[src/rtc_alarm_cfg.svh]
// Register map, field positions and timing counts of the RTC alarm block
`ifndef RTC_ALARM_CFG_SVH
`define RTC_ALARM_CFG_SVH

// Register bus
`define ADDR_W            4
`define DATA_W            32
`define OFS_ALARM_CONTROL 4'h0
`define OFS_ALARM_TIME    4'h4

// Alarm control fields
`define CTL_ENABLE_BIT    15
`define CTL_CHIME_BIT     14
`define CTL_PIV_BIT       13
`define CTL_SYNC_BIT      12
`define CTL_IVL_HI        11
`define CTL_IVL_LO        8
`define CTL_RPT_HI        7
`define CTL_RPT_LO        0

// Alarm time fields
`define TIM_HR_T_HI       29
`define TIM_HR_T_LO       28
`define TIM_HR_O_HI       27
`define TIM_HR_O_LO       24
`define TIM_MN_T_HI       22
`define TIM_MN_T_LO       20
`define TIM_MN_O_HI       19
`define TIM_MN_O_LO       16
`define TIM_SC_T_HI       14
`define TIM_SC_T_LO       12
`define TIM_SC_O_HI       11
`define TIM_SC_O_LO       8

// Reset values and counter limits
`define RPT_RESET         8'h00
`define RPT_ZERO          8'h00
`define RPT_MAX           8'hff
`define IVL_RESET         4'h0
`define BIT_RESET         1'b0

// RTC ticks per half second, and guard before rollover
`define HALF_SEC_TICKS    16384
`define SYNC_GUARD_TICKS  32

`endif

[src/rtc_alarm_pkg.sv]
// Types shared by the RTC alarm block
package rtc_alarm_pkg;

  // Alarm repeat interval codes
  typedef enum logic [3:0] {
    IVL_HALF_SEC = 4'h0,
    IVL_SECOND   = 4'h1,
    IVL_TEN_SEC  = 4'h2,
    IVL_MINUTE   = 4'h3,
    IVL_TEN_MIN  = 4'h4,
    IVL_HOUR     = 4'h5,
    IVL_DAY      = 4'h6,
    IVL_WEEK     = 4'h7,
    IVL_MONTH    = 4'h8,
    IVL_YEAR     = 4'h9
  } interval_e;

  typedef logic [7:0] repeat_t;

endpackage

[src/rtc_tick_sync.sv]
// Oscillator pin synchroniser and rising-edge tick
`timescale 1ns/1ps
module rtc_tick_sync (
  input  wire logic i_core_clk,
  input  wire logic i_rst_n,
  input  wire logic i_rtc_osc,
  output logic      o_rtc_tick
);

  logic stage1;
  logic stage2;
  logic stage3;
  logic stable;

  // Three-stage pin synchroniser
  always_ff @(posedge i_core_clk or negedge i_rst_n) begin
    if (!i_rst_n) begin
      stage1 <= 1'b0;
      stage2 <= 1'b0;
      stage3 <= 1'b0;
    end else begin
      stage1 <= i_rtc_osc;
      stage2 <= stage1;
      stage3 <= stage2;
    end
  end

  // Level accepted once the last two stages agree; tick on its rise
  always_ff @(posedge i_core_clk or negedge i_rst_n) begin
    if (!i_rst_n) begin
      stable     <= 1'b0;
      o_rtc_tick <= 1'b0;
    end else begin
      if (stage2 == stage3) begin
        stable <= stage3;
      end
      o_rtc_tick <= (stage2 == stage3) && stage3 && !stable;
    end
  end

endmodule

[src/alarm_match.sv]
// Masked compare of running time with the alarm time
`timescale 1ns/1ps
module alarm_match (
  input  wire logic                   i_core_clk,
  input  wire logic                   i_rst_n,
  input  wire logic                   i_armed,
  input  wire logic                   i_half_edge,
  input  wire logic                   i_sec_edge,
  input  rtc_alarm_pkg::interval_e    i_interval,
  input  wire logic [7:0]             i_cur_hms_hi,
  input  wire logic [15:0]            i_cur_hms_lo,
  input  wire logic [7:0]             i_al_hms_hi,
  input  wire logic [15:0]            i_al_hms_lo,
  input  wire logic                   i_weekday_match,
  input  wire logic                   i_day_match,
  input  wire logic                   i_month_match,
  output logic                        o_hit
);

  logic so;
  logic st;
  logic mo;
  logic mt;
  logic hr;
  logic next_hit;

  // Digit compares: lo = {min_t,min_o,sec_t,sec_o}, hi = hours
  assign so = i_cur_hms_lo[3:0] == i_al_hms_lo[3:0];
  assign st = i_cur_hms_lo[7:4] == i_al_hms_lo[7:4];
  assign mo = i_cur_hms_lo[11:8] == i_al_hms_lo[11:8];
  assign mt = i_cur_hms_lo[15:12] == i_al_hms_lo[15:12];
  assign hr = i_cur_hms_hi == i_al_hms_hi;

  // Fields left unmasked by the interval must match
  always_comb begin
    case (i_interval)
      rtc_alarm_pkg::IVL_HALF_SEC: next_hit = i_half_edge;
      rtc_alarm_pkg::IVL_SECOND:   next_hit = i_sec_edge;
      rtc_alarm_pkg::IVL_TEN_SEC:  next_hit = i_sec_edge && so;
      rtc_alarm_pkg::IVL_MINUTE:   next_hit = i_sec_edge && so && st;
      rtc_alarm_pkg::IVL_TEN_MIN:  next_hit = i_sec_edge && so && st && mo;
      rtc_alarm_pkg::IVL_HOUR:     next_hit = i_sec_edge && so && st && mo && mt;
      rtc_alarm_pkg::IVL_DAY:      next_hit = i_sec_edge && so && st && mo && mt && hr;
      rtc_alarm_pkg::IVL_WEEK:     next_hit = i_sec_edge && so && st && mo && mt && hr && i_weekday_match;
      rtc_alarm_pkg::IVL_MONTH:    next_hit = i_sec_edge && so && st && mo && mt && hr && i_day_match;
      rtc_alarm_pkg::IVL_YEAR:     next_hit = i_sec_edge && so && st && mo && mt && hr && i_day_match
                                              && i_month_match;
      default:                     next_hit = 1'b0;
    endcase
  end

  // Registered hit, only while armed
  always_ff @(posedge i_core_clk or negedge i_rst_n) begin
    if (!i_rst_n) begin
      o_hit <= 1'b0;
    end else begin
      o_hit <= i_armed && next_hit;
    end
  end

endmodule

[src/rtc_alarm_control.sv]
// RTC alarm control: registers, prescaler, sync flag, repeat and pulse
//
// What this block does
// - Control bit 15 arms the alarm when written one, disarms when zero.
// - Chime on: repeat counter wraps from zero to its maximum.
// - Chime off: repeat counter stops at zero.
// - Disarmed: pulse initial value bit 13 is writable and sets pulse level.
// - Armed: bit 13 ignores writes and reads back the live pulse level.
// - Bit 12 flags that repeat count or enable may change near rollover.
// - Flag clears only when more than 32 RTC ticks from rollover.
// - Interval codes 0 to 7: half second up to weekly.
// - Code 8 monthly, code 9 yearly; Feb 29 fires every fourth year.
// - Event at count zero with chime off clears the enable bit.
// - Alarm control resets only on power-on reset.
// - Hours as BCD: tens at bits 29-28, ones at bits 27-24.
// - Minutes as BCD: tens at bits 22-20, ones at bits 19-16.
// - Seconds as BCD: tens at bits 14-12, ones at bits 11-8.
// - Time register bits 7-0, 31-30, 23 and 15 read zero.
// - Control register bits 31-16 read zero.
//
// Local design decisions: the placing of the registers and strobed register access.
`timescale 1ns/1ps
`include "rtc_alarm_cfg.svh"
module rtc_alarm_control #(
  parameter int HALF_SEC_TICKS = `HALF_SEC_TICKS
) (
  input  wire logic               i_core_clk,
  input  wire logic               i_rst_n,
  input  wire logic               i_sys_rst_n,
  input  wire logic               i_rtc_osc,
  input  wire logic               i_clock_module_on,
  input  wire logic [1:0]         i_cur_hour_tens,
  input  wire logic [3:0]         i_cur_hour_ones,
  input  wire logic [2:0]         i_cur_minute_tens,
  input  wire logic [3:0]         i_cur_minute_ones,
  input  wire logic [2:0]         i_cur_second_tens,
  input  wire logic [3:0]         i_cur_second_ones,
  input  wire logic               i_weekday_match,
  input  wire logic               i_day_match,
  input  wire logic               i_month_match,
  input  wire logic [`ADDR_W-1:0] i_addr,
  input  wire logic [`DATA_W-1:0] i_wdata,
  input  wire logic               i_wr,
  input  wire logic               i_rd,
  output logic      [`DATA_W-1:0] o_rd_data,
  output logic                    o_alarm_pulse,
  output logic                    o_alarm_event,
  output logic                    o_rollover_sync_flag,
  output logic                    o_half_sec_tick
);

  localparam int CW = $clog2(HALF_SEC_TICKS);
  localparam logic [CW-1:0] PRESC_LAST = CW'(HALF_SEC_TICKS - 1);
  localparam logic [CW-1:0] GUARD = CW'(`SYNC_GUARD_TICKS);

  // Alarm control fields
  logic                     alarm_enable;
  logic                     chime_enable;
  logic                     pulse_initial_value;
  rtc_alarm_pkg::interval_e alarm_interval_select;
  rtc_alarm_pkg::repeat_t   repeat_count;

  // Alarm time fields
  logic [1:0] hour_tens;
  logic [3:0] hour_ones;
  logic [2:0] minute_tens;
  logic [3:0] minute_ones;
  logic [2:0] second_tens;
  logic [3:0] second_ones;

  // Time base
  logic          rtc_tick;
  logic [CW-1:0] presc;
  logic          half_phase;
  logic          half_edge;
  logic          sec_edge;
  logic [CW-1:0] dist_to_roll;
  logic          hit;

  // Bus decode
  logic wr_ctl;
  logic wr_tim;
  logic wr_piv;
  logic rd_ctl;
  logic rd_tim;

  // Event effects, rollover window and next read word
  logic                   wrap_now;
  logic                   near_roll;
  logic                   last_event;
  rtc_alarm_pkg::repeat_t next_repeat;
  logic [`DATA_W-1:0]     next_rd_data;

  // Address compare, shared by write and read paths
  function automatic logic addr_is(input logic [`ADDR_W-1:0] a,
                                   input logic [`ADDR_W-1:0] ofs);
    addr_is = (a == ofs);
  endfunction

  assign wr_ctl = i_wr && addr_is(i_addr, `OFS_ALARM_CONTROL);
  assign wr_tim = i_wr && addr_is(i_addr, `OFS_ALARM_TIME);

  // Read strobes per register
  assign rd_ctl = i_rd && addr_is(i_addr, `OFS_ALARM_CONTROL);
  assign rd_tim = i_rd && addr_is(i_addr, `OFS_ALARM_TIME);

  // Pulse initial value is locked while armed
  assign wr_piv = wr_ctl && !alarm_enable;

  // Oscillator pin to a core-clock tick enable
  rtc_tick_sync u_tick (
    .i_core_clk (i_core_clk),
    .i_rst_n    (i_rst_n),
    .i_rtc_osc  (i_rtc_osc),
    .o_rtc_tick (rtc_tick)
  );

  // Half-second prescaler, runs while the clock module is on
  always_ff @(posedge i_core_clk or negedge i_rst_n) begin
    if (!i_rst_n) begin
      presc      <= '0;
      half_phase <= 1'b0;
    end else if (rtc_tick && i_clock_module_on) begin
      if (presc == PRESC_LAST) begin
        presc      <= '0;
        half_phase <= !half_phase;
      end else begin
        presc <= presc + CW'(1);
      end
    end
  end

  // Tick on which the prescaler wraps
  assign wrap_now = rtc_tick && i_clock_module_on && (presc == PRESC_LAST);

  // One-cycle rollover strobes; full second on second half rollover
  always_ff @(posedge i_core_clk or negedge i_rst_n) begin
    if (!i_rst_n) begin
      half_edge <= 1'b0;
      sec_edge  <= 1'b0;
    end else begin
      half_edge <= wrap_now;
      sec_edge  <= wrap_now && half_phase;
    end
  end

  // Output copy of the half-second strobe
  always_ff @(posedge i_core_clk or negedge i_rst_n) begin
    if (!i_rst_n) begin
      o_half_sec_tick <= 1'b0;
    end else begin
      o_half_sec_tick <= wrap_now;
    end
  end

  // Distance in RTC ticks to the next half-second rollover
  assign dist_to_roll = PRESC_LAST - presc;

  // Inside the guard window a read may race a rollover
  assign near_roll = (dist_to_roll <= GUARD);

  // Sync flag high inside the guard window before rollover
  always_ff @(posedge i_core_clk or negedge i_rst_n) begin
    if (!i_rst_n) begin
      o_rollover_sync_flag <= 1'b0;
    end else begin
      o_rollover_sync_flag <= near_roll;
    end
  end

  // Masked compare of running time against the alarm time
  alarm_match u_match (
    .i_core_clk      (i_core_clk),
    .i_rst_n         (i_rst_n),
    .i_armed         (alarm_enable),
    .i_half_edge     (half_edge),
    .i_sec_edge      (sec_edge),
    .i_interval      (alarm_interval_select),
    .i_cur_hms_hi    ({2'b00, i_cur_hour_tens, i_cur_hour_ones}),
    .i_cur_hms_lo    ({1'b0, i_cur_minute_tens, i_cur_minute_ones,
                       1'b0, i_cur_second_tens, i_cur_second_ones}),
    .i_al_hms_hi     ({2'b00, hour_tens, hour_ones}),
    .i_al_hms_lo     ({1'b0, minute_tens, minute_ones,
                       1'b0, second_tens, second_ones}),
    .i_weekday_match (i_weekday_match),
    .i_day_match     (i_day_match),
    .i_month_match   (i_month_match),
    .o_hit           (hit)
  );

  // Event on the last repeat with chime off ends the alarm
  assign last_event = hit && (repeat_count == `RPT_ZERO) && !chime_enable;

  // Alarm enable: software write wins, event at count zero clears
  always_ff @(posedge i_core_clk or negedge i_rst_n) begin
    if (!i_rst_n) begin
      alarm_enable <= `BIT_RESET;
    end else if (wr_ctl) begin
      alarm_enable <= i_wdata[`CTL_ENABLE_BIT];
    end else if (last_event) begin
      alarm_enable <= 1'b0;
    end
  end

  // Chime is a plain software field
  always_ff @(posedge i_core_clk or negedge i_rst_n) begin
    if (!i_rst_n) begin
      chime_enable <= `BIT_RESET;
    end else if (wr_ctl) begin
      chime_enable <= i_wdata[`CTL_CHIME_BIT];
    end
  end

  // Interval select; reserved codes are stored but never match
  always_ff @(posedge i_core_clk or negedge i_rst_n) begin
    if (!i_rst_n) begin
      alarm_interval_select <= rtc_alarm_pkg::interval_e'(`IVL_RESET);
    end else if (wr_ctl) begin
      alarm_interval_select <= rtc_alarm_pkg::interval_e'(i_wdata[`CTL_IVL_HI:`CTL_IVL_LO]);
    end
  end

  // Pulse initial value only accepts writes while disarmed
  always_ff @(posedge i_core_clk or negedge i_rst_n) begin
    if (!i_rst_n) begin
      pulse_initial_value <= `BIT_RESET;
    end else if (wr_piv) begin
      pulse_initial_value <= i_wdata[`CTL_PIV_BIT];
    end
  end

  // Count after an event: step down, wrap with chime, else hold at zero
  always_comb begin
    if (repeat_count != `RPT_ZERO) begin
      next_repeat = repeat_count - 8'h01;
    end else if (chime_enable) begin
      next_repeat = `RPT_MAX;
    end else begin
      next_repeat = `RPT_ZERO;
    end
  end

  // Repeat counter: write loads, event steps
  always_ff @(posedge i_core_clk or negedge i_rst_n) begin
    if (!i_rst_n) begin
      repeat_count <= `RPT_RESET;
    end else if (wr_ctl) begin
      repeat_count <= i_wdata[`CTL_RPT_HI:`CTL_RPT_LO];
    end else if (hit) begin
      repeat_count <= next_repeat;
    end
  end

  // Pulse level follows the initial value while disarmed, toggles on events
  always_ff @(posedge i_core_clk or negedge i_rst_n) begin
    if (!i_rst_n) begin
      o_alarm_pulse <= `BIT_RESET;
    end else if (!alarm_enable) begin
      o_alarm_pulse <= pulse_initial_value;
    end else if (hit) begin
      o_alarm_pulse <= !o_alarm_pulse;
    end
  end

  // One-cycle alarm event strobe
  always_ff @(posedge i_core_clk or negedge i_rst_n) begin
    if (!i_rst_n) begin
      o_alarm_event <= 1'b0;
    end else begin
      o_alarm_event <= hit;
    end
  end

  // Alarm time register, power-on reset only
  always_ff @(posedge i_core_clk or negedge i_rst_n) begin
    if (!i_rst_n) begin
      hour_tens   <= '0;
      hour_ones   <= '0;
      minute_tens <= '0;
      minute_ones <= '0;
      second_tens <= '0;
      second_ones <= '0;
    end else if (wr_tim) begin
      hour_tens   <= i_wdata[`TIM_HR_T_HI:`TIM_HR_T_LO];
      hour_ones   <= i_wdata[`TIM_HR_O_HI:`TIM_HR_O_LO];
      minute_tens <= i_wdata[`TIM_MN_T_HI:`TIM_MN_T_LO];
      minute_ones <= i_wdata[`TIM_MN_O_HI:`TIM_MN_O_LO];
      second_tens <= i_wdata[`TIM_SC_T_HI:`TIM_SC_T_LO];
      second_ones <= i_wdata[`TIM_SC_O_HI:`TIM_SC_O_LO];
    end
  end

  // Control read word; upper half stays zero
  function automatic logic [`DATA_W-1:0] ctl_word();
    logic [`DATA_W-1:0] w;
    w = '0;
    w[`CTL_ENABLE_BIT] = alarm_enable;
    w[`CTL_CHIME_BIT] = chime_enable;
    w[`CTL_PIV_BIT] = alarm_enable ? o_alarm_pulse : pulse_initial_value;
    w[`CTL_SYNC_BIT] = o_rollover_sync_flag;
    w[`CTL_IVL_HI:`CTL_IVL_LO] = alarm_interval_select;
    w[`CTL_RPT_HI:`CTL_RPT_LO] = repeat_count;
    ctl_word = w;
  endfunction

  // Time read word; unused bits stay zero
  function automatic logic [`DATA_W-1:0] tim_word();
    logic [`DATA_W-1:0] w;
    w = '0;
    w[`TIM_HR_T_HI:`TIM_HR_T_LO] = hour_tens;
    w[`TIM_HR_O_HI:`TIM_HR_O_LO] = hour_ones;
    w[`TIM_MN_T_HI:`TIM_MN_T_LO] = minute_tens;
    w[`TIM_MN_O_HI:`TIM_MN_O_LO] = minute_ones;
    w[`TIM_SC_T_HI:`TIM_SC_T_LO] = second_tens;
    w[`TIM_SC_O_HI:`TIM_SC_O_LO] = second_ones;
    tim_word = w;
  endfunction

  // Read word picked by the strobed address; unmapped reads give zero
  always_comb begin
    if (rd_ctl) begin
      next_rd_data = ctl_word();
    end else if (rd_tim) begin
      next_rd_data = tim_word();
    end else begin
      next_rd_data = '0;
    end
  end

  // Read data valid only in the cycle after the strobe
  always_ff @(posedge i_core_clk or negedge i_rst_n) begin
    if (!i_rst_n) begin
      o_rd_data <= '0;
    end else if (!i_sys_rst_n) begin
      o_rd_data <= '0;
    end else begin
      o_rd_data <= next_rd_data;
    end
  end

endmodule

[config.mk]
export PLATFORM = sky130hd
export DESIGN_NAME = rtc_alarm_control
export DESIGN_NICKNAME = d
export VERILOG_FILES = /design/src/rtc_alarm_pkg.sv /design/src/rtc_tick_sync.sv /design/src/alarm_match.sv /design/src/rtc_alarm_control.sv
export VERILOG_INCLUDE_DIRS = /design/src
export SDC_FILE = /design/constraint.sdc
export NUM_CORES = 1
export LEC_CHECK = 0
export ABC_CLOCK_PERIOD_IN_PS = 2650
export BUFFER_PORTS_ARGS = -buffer_cell sky130_fd_sc_hd__buf_4
export CORE_MARGIN = 5
export CORE_UTILIZATION = 30
export CTS_CLUSTER_SIZE = 10
export DETAILED_ROUTE_END_ITERATION = 6
export PLACE_DENSITY = 0.5
export SYNTH_ARGS = -nofsm -noshare
export SYNTH_HDL_FRONTEND = slang
export SYNTH_SLANG_ARGS = --single-unit
[constraint.sdc]
create_clock -name i_core_clk -period 2.65 [get_ports i_core_clk]
set_input_delay 0 -clock i_core_clk [delete_from_list [all_inputs] [get_ports i_core_clk]]
set_output_delay 0 -clock i_core_clk [all_outputs]
set_load 0.05 [all_outputs]
==> impl_metrics.py, run 1 <==
metrics = {
    "critical_path": {
        "rr_startpoint": "repeat_count[0]$_DFFE_PN0P_",
        "rrSetupSlack_ns": 0.51,
        "crit_slowest_cell": "dfrtp_1",
        "worstPathCellList": "inv_1 -> ha_1 -> nor3b_1 -> and2_1 -> o21ai_0 -> a221oi_1 -> a21o_1",
        "cpPeakStageDelay_ns": 0.44,
        "r2r_end": "repeat_count[2]$_DFFE_PN0P_",
        "criticalPathCategory": "flip-flop to flip-flop",
        "crit_required_ns": 2.93,
        "worstPathMaxFanout": 8,
        "start_kind": "flip-flop",
        "crit_path_end_kind": "flip-flop",
        "critPathArrivalTime_ns": 2.42,
        "reg2reg_depth": 7,
    },
    "cells_and_area": {
        "drive_gt1_frac": 0.295,
        "n_antenna_cell": 0,
        "area_growth_pct": 38.0,
        "final_net_count": 553,
    },
    "die": {
        "coreArea_um2": 13100,
        "initial_core_util": 0.303,
        "die_w_um": 125,
        "boundaryPins": 102,
        "fp-row-count": 42,
        "dieArea_um2": 15600,
        "die_h_um": 125,
    },
    "routing": {
        "wl_mm": 9.97,
        "wire_per_inst_um": 15.0,
        "antenna_left": 0,
        "drtIter0Drc": 212,
        "vias": 3028,
        "drc": 0,
        "dr.pass1.iters": 4,
        "vias_per_cell": 4.56,
    },
    "logic_synthesis": {
        "ys_seq_area_frac": 0.567,
        "ys_ff_latch": 90,
        "synth_edf_count": 0,
        "synthMuxAreaShare": 0.0882,
        "yosysUniqueCellTypes": 39,
        "synth.avg_cell_area_um2": 11.2,
        "synthFlopType": "dfrtp_1",
        "yosysWarnings": 0,
        "syn_area_um2": 3970,
        "synth_compound_area_frac": 0.0668,
        "async_flop_share": 1.00,
        "synth-simple-area-share": 0.161,
        "synth-xor-area-share": 0.0750,
        "synth_top_family_by_area": "simple AND/OR/NAND/NOR gates",
        "synth_cells": 355,
        "synthAdderAreaFrac": 0.0126,
    },
    "job": {
        "maxCapViolCount": 0,
    },
    "outcome": {
        "status": "completed",
    },
    "timing": {
        "post-route-period-util": 0.809,
        "timing.fmax_mhz": 467,
        "finalMaxSlewViolations": 0,
        "rsz0062_at_grt": "false",
        "final_hold_viol_count": 0,
        "hold_slack_ns": 0.0994,
        "finalClockSkew_ns": 0.00487,
        "fin_setup_tns_ns": 0,
        "timing.final.ws_setup_ns": 0.507,
        "timing.slew.headroom": 0.565,
        "period_needed_ns": 2.14,
        "worst_pin_slew_ns": 0.652,
        "setup_viol": 0,
    },
    "worst_hold_path": {
        "hold_path_end": "u_match.o_hit$_DFF_PN0_",
        "worst_hold_startpoint": "i_cur_second_ones[2]",
        "hp-class": "primary input to flip-flop",
        "min_path_cells": 6,
    },
    "cts": {
        "htree_levels": 3,
        "cts.sinks": 90,
        "post-cts-setup-buffers": 0,
        "clock_latency_ns": 0.34,
        "cts_root_buffer": "clkbuf_16",
        "cts_tree": "yes",
        "clk_pin_slew_worst_paths_ns": 0.06,
        "numCtsBuffers": 9,
        "clk_path_buf_depth": 2,
    },
    "power": {
        "max-vdd-ir-drop_mv": 0.249,
        "power_density_nw_per_um2": 655,
        "p_leak_nw": 2.60,
    },
    "grt": {
        "grt_max_degree": 50,
        "track_usage": 0.133,
        "overflow": 0,
        "grt_pass1_vias": 3205,
        "grt_pass1_wl_mm": 16.5,
        "antenna_found_initial": 0,
    },
    "placed_design": {
        "gp_congestion": 0.786,
        "dpl.hpwl_mm": 7.07,
        "pre_cts_ws_ns": 0.545,
        "io_buffer_count": 95,
    },
}
[registers in the layout, summed over array words and instances (netlist names), 2 cells and up]
name                   cells
second_tens                3
minute_ones                4
repeat_count               8
alarm_interval_select      4
o_rd_data                 29
second_ones                4
hour_tens                  2
minute_tens                3
hour_ones                  4
presc                     14
[layout make-up]
cell class | count | area (um2)
clock buffer | 10 | 229
timing repair buffer | 132 | 1070
fill | 1251 | 7610
inverter | 9 | 33.8
multi-input combinational | 241 | 1620
sequential | 90 | 2250
tap | 176 | 220
clock inverter | 6 | 57.6
[critical path: cells and delay by family (launching register included)]
kind / cells / cell delay, ns
AOI/OAI and AO/OA: 3 / 0.50
adders and majority gates: 1 / 0.21
DFF: 1 / 0.44
and+or+nand+nor: 2 / 0.79
buffers and inverters: 1 / 0.15
[routing by layer]
layer  vias up  GRT usage  part of all wire
met5         -          0                 0
met2        73      0.210              0.47
met1      1459      0.176              0.47
met4         0     0.0383             0.012
met3        11     0.0414             0.052
li1       1485          -                 -
[logic make-up (layout without fill, tap and decap cells)]
group	Yosys count	in the layout
fa+ha+maj	4	4
buf+inv	26	157
simple gates	125	125
mux	32	32
other cells	1	3
compound gates	43	43
xor+xnor	34	34
flops	90	90
[cells in the final DEF, fill, tap and decap left out, drive strengths merged, types with 3 or more instances in the layout]
master	instances
o211ai	5
clkbuf	10
mux2i	8
a21oi	9
mux2	24
nand2	29
nand3	14
conb	3
inv	9
xor2	12
buf	100
nand4	7
a31oi	3
xnor2	22
nor3	9
dfrtp	90
and2	8
and3	14
o21ai	16
clkinv	4
nor4	5
dlygate4sd3	32
ha	4
o2111ai	3
nor2	31
[cell usage after synthesis, drive strengths merged, types with 2 or more instances]
| master | n | area share |
|---|---|---|
| a21oi | 9 | 0.011 |
| a311oi | 2 | 0.0044 |
| a31oi | 3 | 0.0047 |
| and2 | 8 | 0.013 |
| and3 | 14 | 0.022 |
| buf | 5 | 0.0082 |
| clkbuf | 12 | 0.011 |
| dfrtp | 90 | 0.57 |
| ha | 4 | 0.013 |
| inv | 9 | 0.0085 |
| mux2 | 24 | 0.068 |
| mux2i | 8 | 0.020 |
| nand2 | 29 | 0.028 |
| nand3 | 14 | 0.018 |
| nand4 | 7 | 0.011 |
| nor2 | 31 | 0.029 |
| nor2b | 2 | 0.0032 |
| nor3 | 9 | 0.011 |
| nor4 | 5 | 0.015 |
| o2111ai | 3 | 0.0066 |
| o211ai | 5 | 0.0095 |
| o21ai | 16 | 0.020 |
| or4 | 2 | 0.0038 |
| xnor2 | 22 | 0.049 |
| xor2 | 12 | 0.026 |
[metrics by stage]
step            util  area, um2  std cells  total power [mW]
2_1_floorplan      -       3980        357              2.10
3_3_place_gp   0.372       4870        616              2.32
3_5_place_dp   0.372       4870        616              2.34
4_1_cts        0.419       5480        664              3.65
5_1_grt        0.419       5480        664              3.80
6_report       0.419       5480        664              3.59
[what timing repair did]
| action | in CTS | in global routing |
|---|---|---|
| endpoints found under the hold margin | 84 | 0 |
| hold buffers | 32 | 0 |
| resized for setup | 0 | 0 |
[worst max path at each step]
stage,start,to,slack [ns],cells past startpoint
2_1_floorplan,repeat_count[0]$_DFFE_PN0P_,repeat_count[2]$_DFFE_PN0P_,0.81,8
3_5_place_dp,repeat_count[0]$_DFFE_PN0P_,repeat_count[2]$_DFFE_PN0P_,0.54,7
6_report,repeat_count[0]$_DFFE_PN0P_,repeat_count[2]$_DFFE_PN0P_,0.51,7
5_1_grt,repeat_count[0]$_DFFE_PN0P_,repeat_count[2]$_DFFE_PN0P_,0.31,7
3_3_place_gp,repeat_count[0]$_DFFE_PN0P_,repeat_count[2]$_DFFE_PN0P_,0.58,7
4_1_cts,repeat_count[0]$_DFFE_PN0P_,repeat_count[2]$_DFFE_PN0P_,0.51,7
[where the power goes]
part,internal [mW],switching [mW],total [mW]
Combinational,0.333,0.295,0.629
Clock,0.724,0.523,1.25
Sequential,1.54,0.176,1.71
Power figures use the tool's default switching activity.
==> run 2: changes to the inputs <==
ABC_CLOCK_PERIOD_IN_PS = 1800   (was 2650)
PLACE_DENSITY = 0.52   (was 0.5)
clock period = 1.8 ns   (was 2.65 ns; I/O delays follow)
==> impl_metrics.py, run 2 (synthesis results as in run 1) <==
metrics = {
    "job": {
        "maxCapViolCount": 0,
    },
    "critical_path": {
        "crit_path_end_kind": "flip-flop",
        "crit_required_ns": 2.07,
        "rr_startpoint": "repeat_count[4]$_DFFE_PN0P_",
        "start_kind": "flip-flop",
        "critPathArrivalTime_ns": 1.94,
        "worstPathMaxFanout": 5,
        "crit_path_start": "repeat_count[4]$_DFFE_PN0P_",
        "criticalPathCategory": "flip-flop to flip-flop",
    },
    "cts": {
        "clk_path_buf_depth": 2,
        "cts_tree": "yes",
        "htree_levels": 3,
        "clk_pin_slew_worst_paths_ns": 0.07,
        "cts.sinks": 90,
        "clock_latency_ns": 0.35,
        "numCtsBuffers": 9,
        "cts_root_buffer": "clkbuf_16",
    },
    "die": {
        "boundaryPins": 102,
        "dieArea_um2": 15600,
        "die_h_um": 125,
        "coreArea_um2": 13100,
        "die_w_um": 125,
        "fp-row-count": 42,
        "initial_core_util": 0.303,
    },
    "cells_and_area": {
        "final_cell_mix": "buf_4 (108), dfrtp_1 (90), dlygate4sd3_1 (32)",
        "nFillCells": 1254,
        "post-route-util": 0.431,
        "final_common_cell": "buf_4",
        "area_growth_pct": 41.9,
        "largest_register_ffs": 29,
        "final_net_count": 563,
        "n_antenna_cell": 0,
        "drive_gt1_frac": 0.319,
        "top_regs": "o_rd_data (29), presc (14), repeat_count (8)",
        "regMostFlops": "o_rd_data",
    },
    "worst_hold_path": {
        "hp-class": "primary input to flip-flop",
        "worst_hold_startpoint": "i_addr[2]",
    },
    "grt": {
        "grt_max_degree": 34,
        "grt_pass1_vias": 3154,
        "overflow": 0,
        "antenna_found_initial": 0,
        "grt_pass1_wl_mm": 16.2,
        "track_usage": 0.132,
    },
    "placed_design": {
        "dpl.hpwl_mm": 7.13,
        "gp_congestion": 0.817,
        "io_buffer_count": 95,
    },
    "routing": {
        "wire_per_inst_um": 14.8,
        "drtIter0Drc": 158,
        "vias": 3089,
        "dr.pass1.iters": 4,
        "wl_mm": 9.98,
        "drc": 0,
        "antenna_left": 0,
        "vias_per_cell": 4.58,
    },
    "timing": {
        "fin_setup_tns_ns": 0,
        "rsz0062_at_grt": "false",
        "finalClockSkew_ns": 0.00684,
        "post-route-period-util": 0.927,
        "setup_viol": 0,
        "final_hold_viol_count": 0,
        "finalMaxSlewViolations": 0,
        "period_needed_ns": 1.67,
        "timing.fmax_mhz": 599,
    },
    "outcome": {
        "status": "completed",
    },
    "power": {
        "p_leak_nw": 2.67,
        "power_density_nw_per_um2": 978,
        "max-vdd-ir-drop_mv": 0.435,
    },
}
-- run 2: critical path: stages (launching register included) --
cell,delay (ns)
dfrtp_1,0.41
nor4_4,0.40
nand2_2,0.13
or4_1,0.47
a31oi_1,0.18
-- run 2: worst paths after layout --
check | endpoint | slack (ns) | depth (start not counted)
max | repeat_count[7]$_DFFE_PN0P_ | 0.13 | 4
min | o_rd_data[24]$_DFF_PN0_ | 0.12 | 2
max reg2reg | repeat_count[7]$_DFFE_PN0P_ | 0.13 | 4
min reg2reg | u_tick.stage2$_DFF_PN0_ | 0.35 | 0
max in group asynchronous | o_rd_data[22]$_DFF_PN0_ | 1.06 | 3
min in group asynchronous | u_tick.o_rtc_tick$_DFF_PN0_ | 0.14 | 2
-- run 2: metal layers --
layer | GRT usage | vias to the layer above | share of wire
met5 | 0 | - | 0
met4 | 0.0517 | 0 | 0.020
met3 | 0.0465 | 19 | 0.061
met2 | 0.209 | 74 | 0.47
met1 | 0.165 | 1499 | 0.45
li1 | - | 1497 | -
-- run 2: cell type report --
class | instances | area (um2) | area share
flip-flops and latches | 90 | 2250 | 0.400
well taps | 176 | 220 | 0.0391
inverters | 9 | 33.8 | 0.00599
clock buffers | 9 | 225 | 0.0400
clock inverters | 7 | 93.8 | 0.0166
multi-input cells | 241 | 1640 | 0.291
repair buffers | 142 | 1170 | 0.208
-- run 2: what timing repair did --
| item | CTS | global route |
|---|---|---|
| setup buffers | 0 | 0 |
| hold endpoints to repair | 96 | 0 |
| hold buffers | 32 | 0 |
| setup endpoints to repair | 0 | 6 |
| resized for setup | 0 | 5 |
-- run 2: through the flow --
stage          power [mW]  hold WS (ns)  instance area, um2  worst slack (ns)  instances
2_1_floorplan        3.09        -0.296                3980            0.0885        357
3_3_place_gp         3.45       -0.0182                4980            0.0822        626
3_5_place_dp         3.48       -0.0144                4980            0.0497        626
4_1_cts              5.58         0.102                5620            0.0250        674
5_1_grt              5.83         0.115                5640            0.0316        674
6_report             5.51         0.118                5640             0.131        674
-- run 2: power by group --
part           switching, mW  internal [mW]
clock                  0.797           1.21
combinational          0.456          0.532
sequential             0.252           2.27
total                   1.50           4.01
==> run 3: changes to the inputs <==
==> constraint.sdc (replaced) <==
create_clock -name i_core_clk -period 1.8 [get_ports i_core_clk]
set_input_delay 0.18 -clock i_core_clk [delete_from_list [all_inputs] [get_ports i_core_clk]]
set_output_delay 0.18 -clock i_core_clk [all_outputs]
set_load 0.05 [all_outputs]
==> impl_metrics.py, run 3 (synthesis results as in run 1) <==
metrics = {
    "outcome": {
        "status": "completed",
    },
    "grt": {
        "track_usage": 0.129,
        "grt_pass1_vias": 3152,
        "grt_max_degree": 46,
        "overflow": 0,
        "grt_pass1_wl_mm": 16.3,
        "antenna_found_initial": 0,
    },
    "die": {
        "die_w_um": 125,
        "die_h_um": 125,
        "fp-row-count": 42,
        "initial_core_util": 0.303,
        "dieArea_um2": 15600,
        "boundaryPins": 102,
        "coreArea_um2": 13100,
    },
    "cts": {
        "cts_root_buffer": "clkbuf_16",
        "cts_tree": "yes",
        "numCtsBuffers": 9,
        "htree_levels": 3,
        "clock_latency_ns": 0.33,
        "clk_pin_slew_worst_paths_ns": 0.06,
        "clk_path_buf_depth": 2,
        "cts.sinks": 90,
    },
    "placed_design": {
        "dpl.hpwl_mm": 7.27,
        "pre_cts_ws_ns": 0.104,
        "gp_congestion": 0.820,
        "place_inst": 629,
        "postPlaceCellArea_um2": 5000,
        "io_buffer_count": 95,
    },
    "timing": {
        "worst_pin_slew_ns": 0.597,
        "final_hold_viol_count": 0,
        "period_needed_ns": 1.67,
        "fin_setup_tns_ns": 0,
        "rsz0062_at_grt": "false",
        "post-route-period-util": 0.927,
        "setup_viol": 0,
        "timing.final.ws_setup_ns": 0.132,
        "finalClockSkew_ns": 0.00745,
        "finalMaxSlewViolations": 0,
        "timing.slew.headroom": 0.602,
        "timing.fmax_mhz": 599,
    },
    "critical_path": {
        "crit_path_end_kind": "flip-flop",
        "crit_required_ns": 2.07,
        "critPathArrivalTime_ns": 1.94,
        "r2r_end": "repeat_count[2]$_DFFE_PN0P_",
        "crit_slowest_cell": "dfrtp_1",
        "criticalPathCategory": "flip-flop to flip-flop",
        "rrSetupSlack_ns": 0.13,
        "reg2reg_depth": 7,
        "worstPathCellList": "inv_1 -> ha_1 -> nor3b_2 -> and2_2 -> o21ai_0 -> a221oi_2 -> a21o_1",
        "start_kind": "flip-flop",
        "rr_startpoint": "repeat_count[1]$_DFFE_PN0P_",
        "worstPathMaxFanout": 8,
        "cpPeakStageDelay_ns": 0.37,
    },
    "job": {
        "maxCapViolCount": 0,
    },
    "cells_and_area": {
        "top_regs": "o_rd_data (29), presc (14), repeat_count (8)",
        "drive_gt1_frac": 0.342,
        "final_net_count": 536,
        "n_antenna_cell": 0,
        "final_cell_mix": "buf_4 (111), dfrtp_1 (90), nor2_1 (31)",
        "largest_register_ffs": 29,
        "finalInstanceArea_um2": 5400,
        "final_common_cell": "buf_4",
        "regMostFlops": "o_rd_data",
        "instances_no_fill": 647,
        "area_growth_pct": 36.0,
    },
    "routing": {
        "wl_mm": 9.78,
        "antenna_left": 0,
        "vias": 2950,
        "wire_per_inst_um": 15.1,
        "drc": 0,
        "dr.pass1.iters": 4,
        "drtIter0Drc": 111,
        "vias_per_cell": 4.56,
    },
    "power": {
        "total_power_mw": 5.74,
        "max-vdd-ir-drop_mv": 0.721,
        "power_density_nw_per_um2": 1060,
        "p_leak_nw": 2.59,
    },
    "worst_hold_path": {
        "worst_hold_startpoint": "i_wdata[14]",
        "min_path_cells": 3,
        "hp-class": "primary input to flip-flop",
        "hold_path_end": "chime_enable$_DFFE_PN0P_",
    },
}
==> run 3: cell count changes in the layout (fill, tap and decap cells not counted), moves of 2 or more <==
cell | previous run | this run
buf_4 | 108 | 111
bufinv_16 | 2 | 4
clkinvlp_4 | 2 | 0
dlygate4sd3_1 | 32 | 2
o21ai_0 | 16 | 14
o21ai_1 | 0 | 2
==> run 3: where the power goes <==
group          switching [mW]  total (mW)  internal, mW
registers               0.245        2.51          2.27
logic                   0.447       0.934         0.487
clock network           0.758        2.29          1.53
==> run 3: cell type report <==
type | count | area (um2)
multi-input combinational | 241 | 1630
sequential | 90 | 2250
clock inverter | 5 | 125
timing repair buffer | 115 | 893
tap | 176 | 220
fill | 1256 | 7680
clock buffer | 11 | 243
inverter | 9 | 33.8
==> run 3: timing repair <==
item                                   CTS  global route
buffers inserted                         0             0
hold buffers                             2             0
endpoints found under the hold margin   43             0
setup endpoints to repair                0             4
resized for setup                        0             5
==> run 3: worst max-delay path by stage <==
stage,endpoint,start,cells after the start
CTS,repeat_count[2]$_DFFE_PN0P_,repeat_count[1]$_DFFE_PN0P_,7
finish,repeat_count[2]$_DFFE_PN0P_,repeat_count[1]$_DFFE_PN0P_,7
detailed placement,repeat_count[2]$_DFFE_PN0P_,repeat_count[1]$_DFFE_PN0P_,7
floorplan,repeat_count[2]$_DFFE_PN0P_,repeat_count[0]$_DFFE_PN0P_,8
global placement,repeat_count[2]$_DFFE_PN0P_,repeat_count[1]$_DFFE_PN0P_,7
global route,repeat_count[2]$_DFFE_PN0P_,repeat_count[0]$_DFFE_PN0P_,7
==> run 3: metal layers <==
metal	vias to the layer above	global-route usage	wire length [um]
met5	-	0	0
met4	0	0.0383	131
met3	11	0.0443	645
met2	82	0.207	4670
met1	1409	0.167	4330
li1	1448	-	-
==> run 3: worst max-delay path, delay by kind of cell (launching register included) <==
kind | cells | cell delay (ns)
AO/OA/AOI/OAI | 3 | 0.50
adder cells (fa/ha/maj) | 1 | 0.20
buffers and inverters | 1 | 0.10
flip-flops | 1 | 0.37
AND/OR/NAND/NOR | 2 | 0.44
==> run 3: per-stage QoR <==
| stage | hold slack [ns] | utilization |
|---|---|---|
| 6_report | 0.0473 | 0.413 |
| 5_1_grt | 0.0374 | 0.413 |
| 4_1_cts | 0.0304 | 0.412 |
| 3_5_place_dp | 0.230 | 0.382 |
| 3_3_place_gp | 0.232 | 0.382 |
| 2_1_floorplan | -0.116 | - |
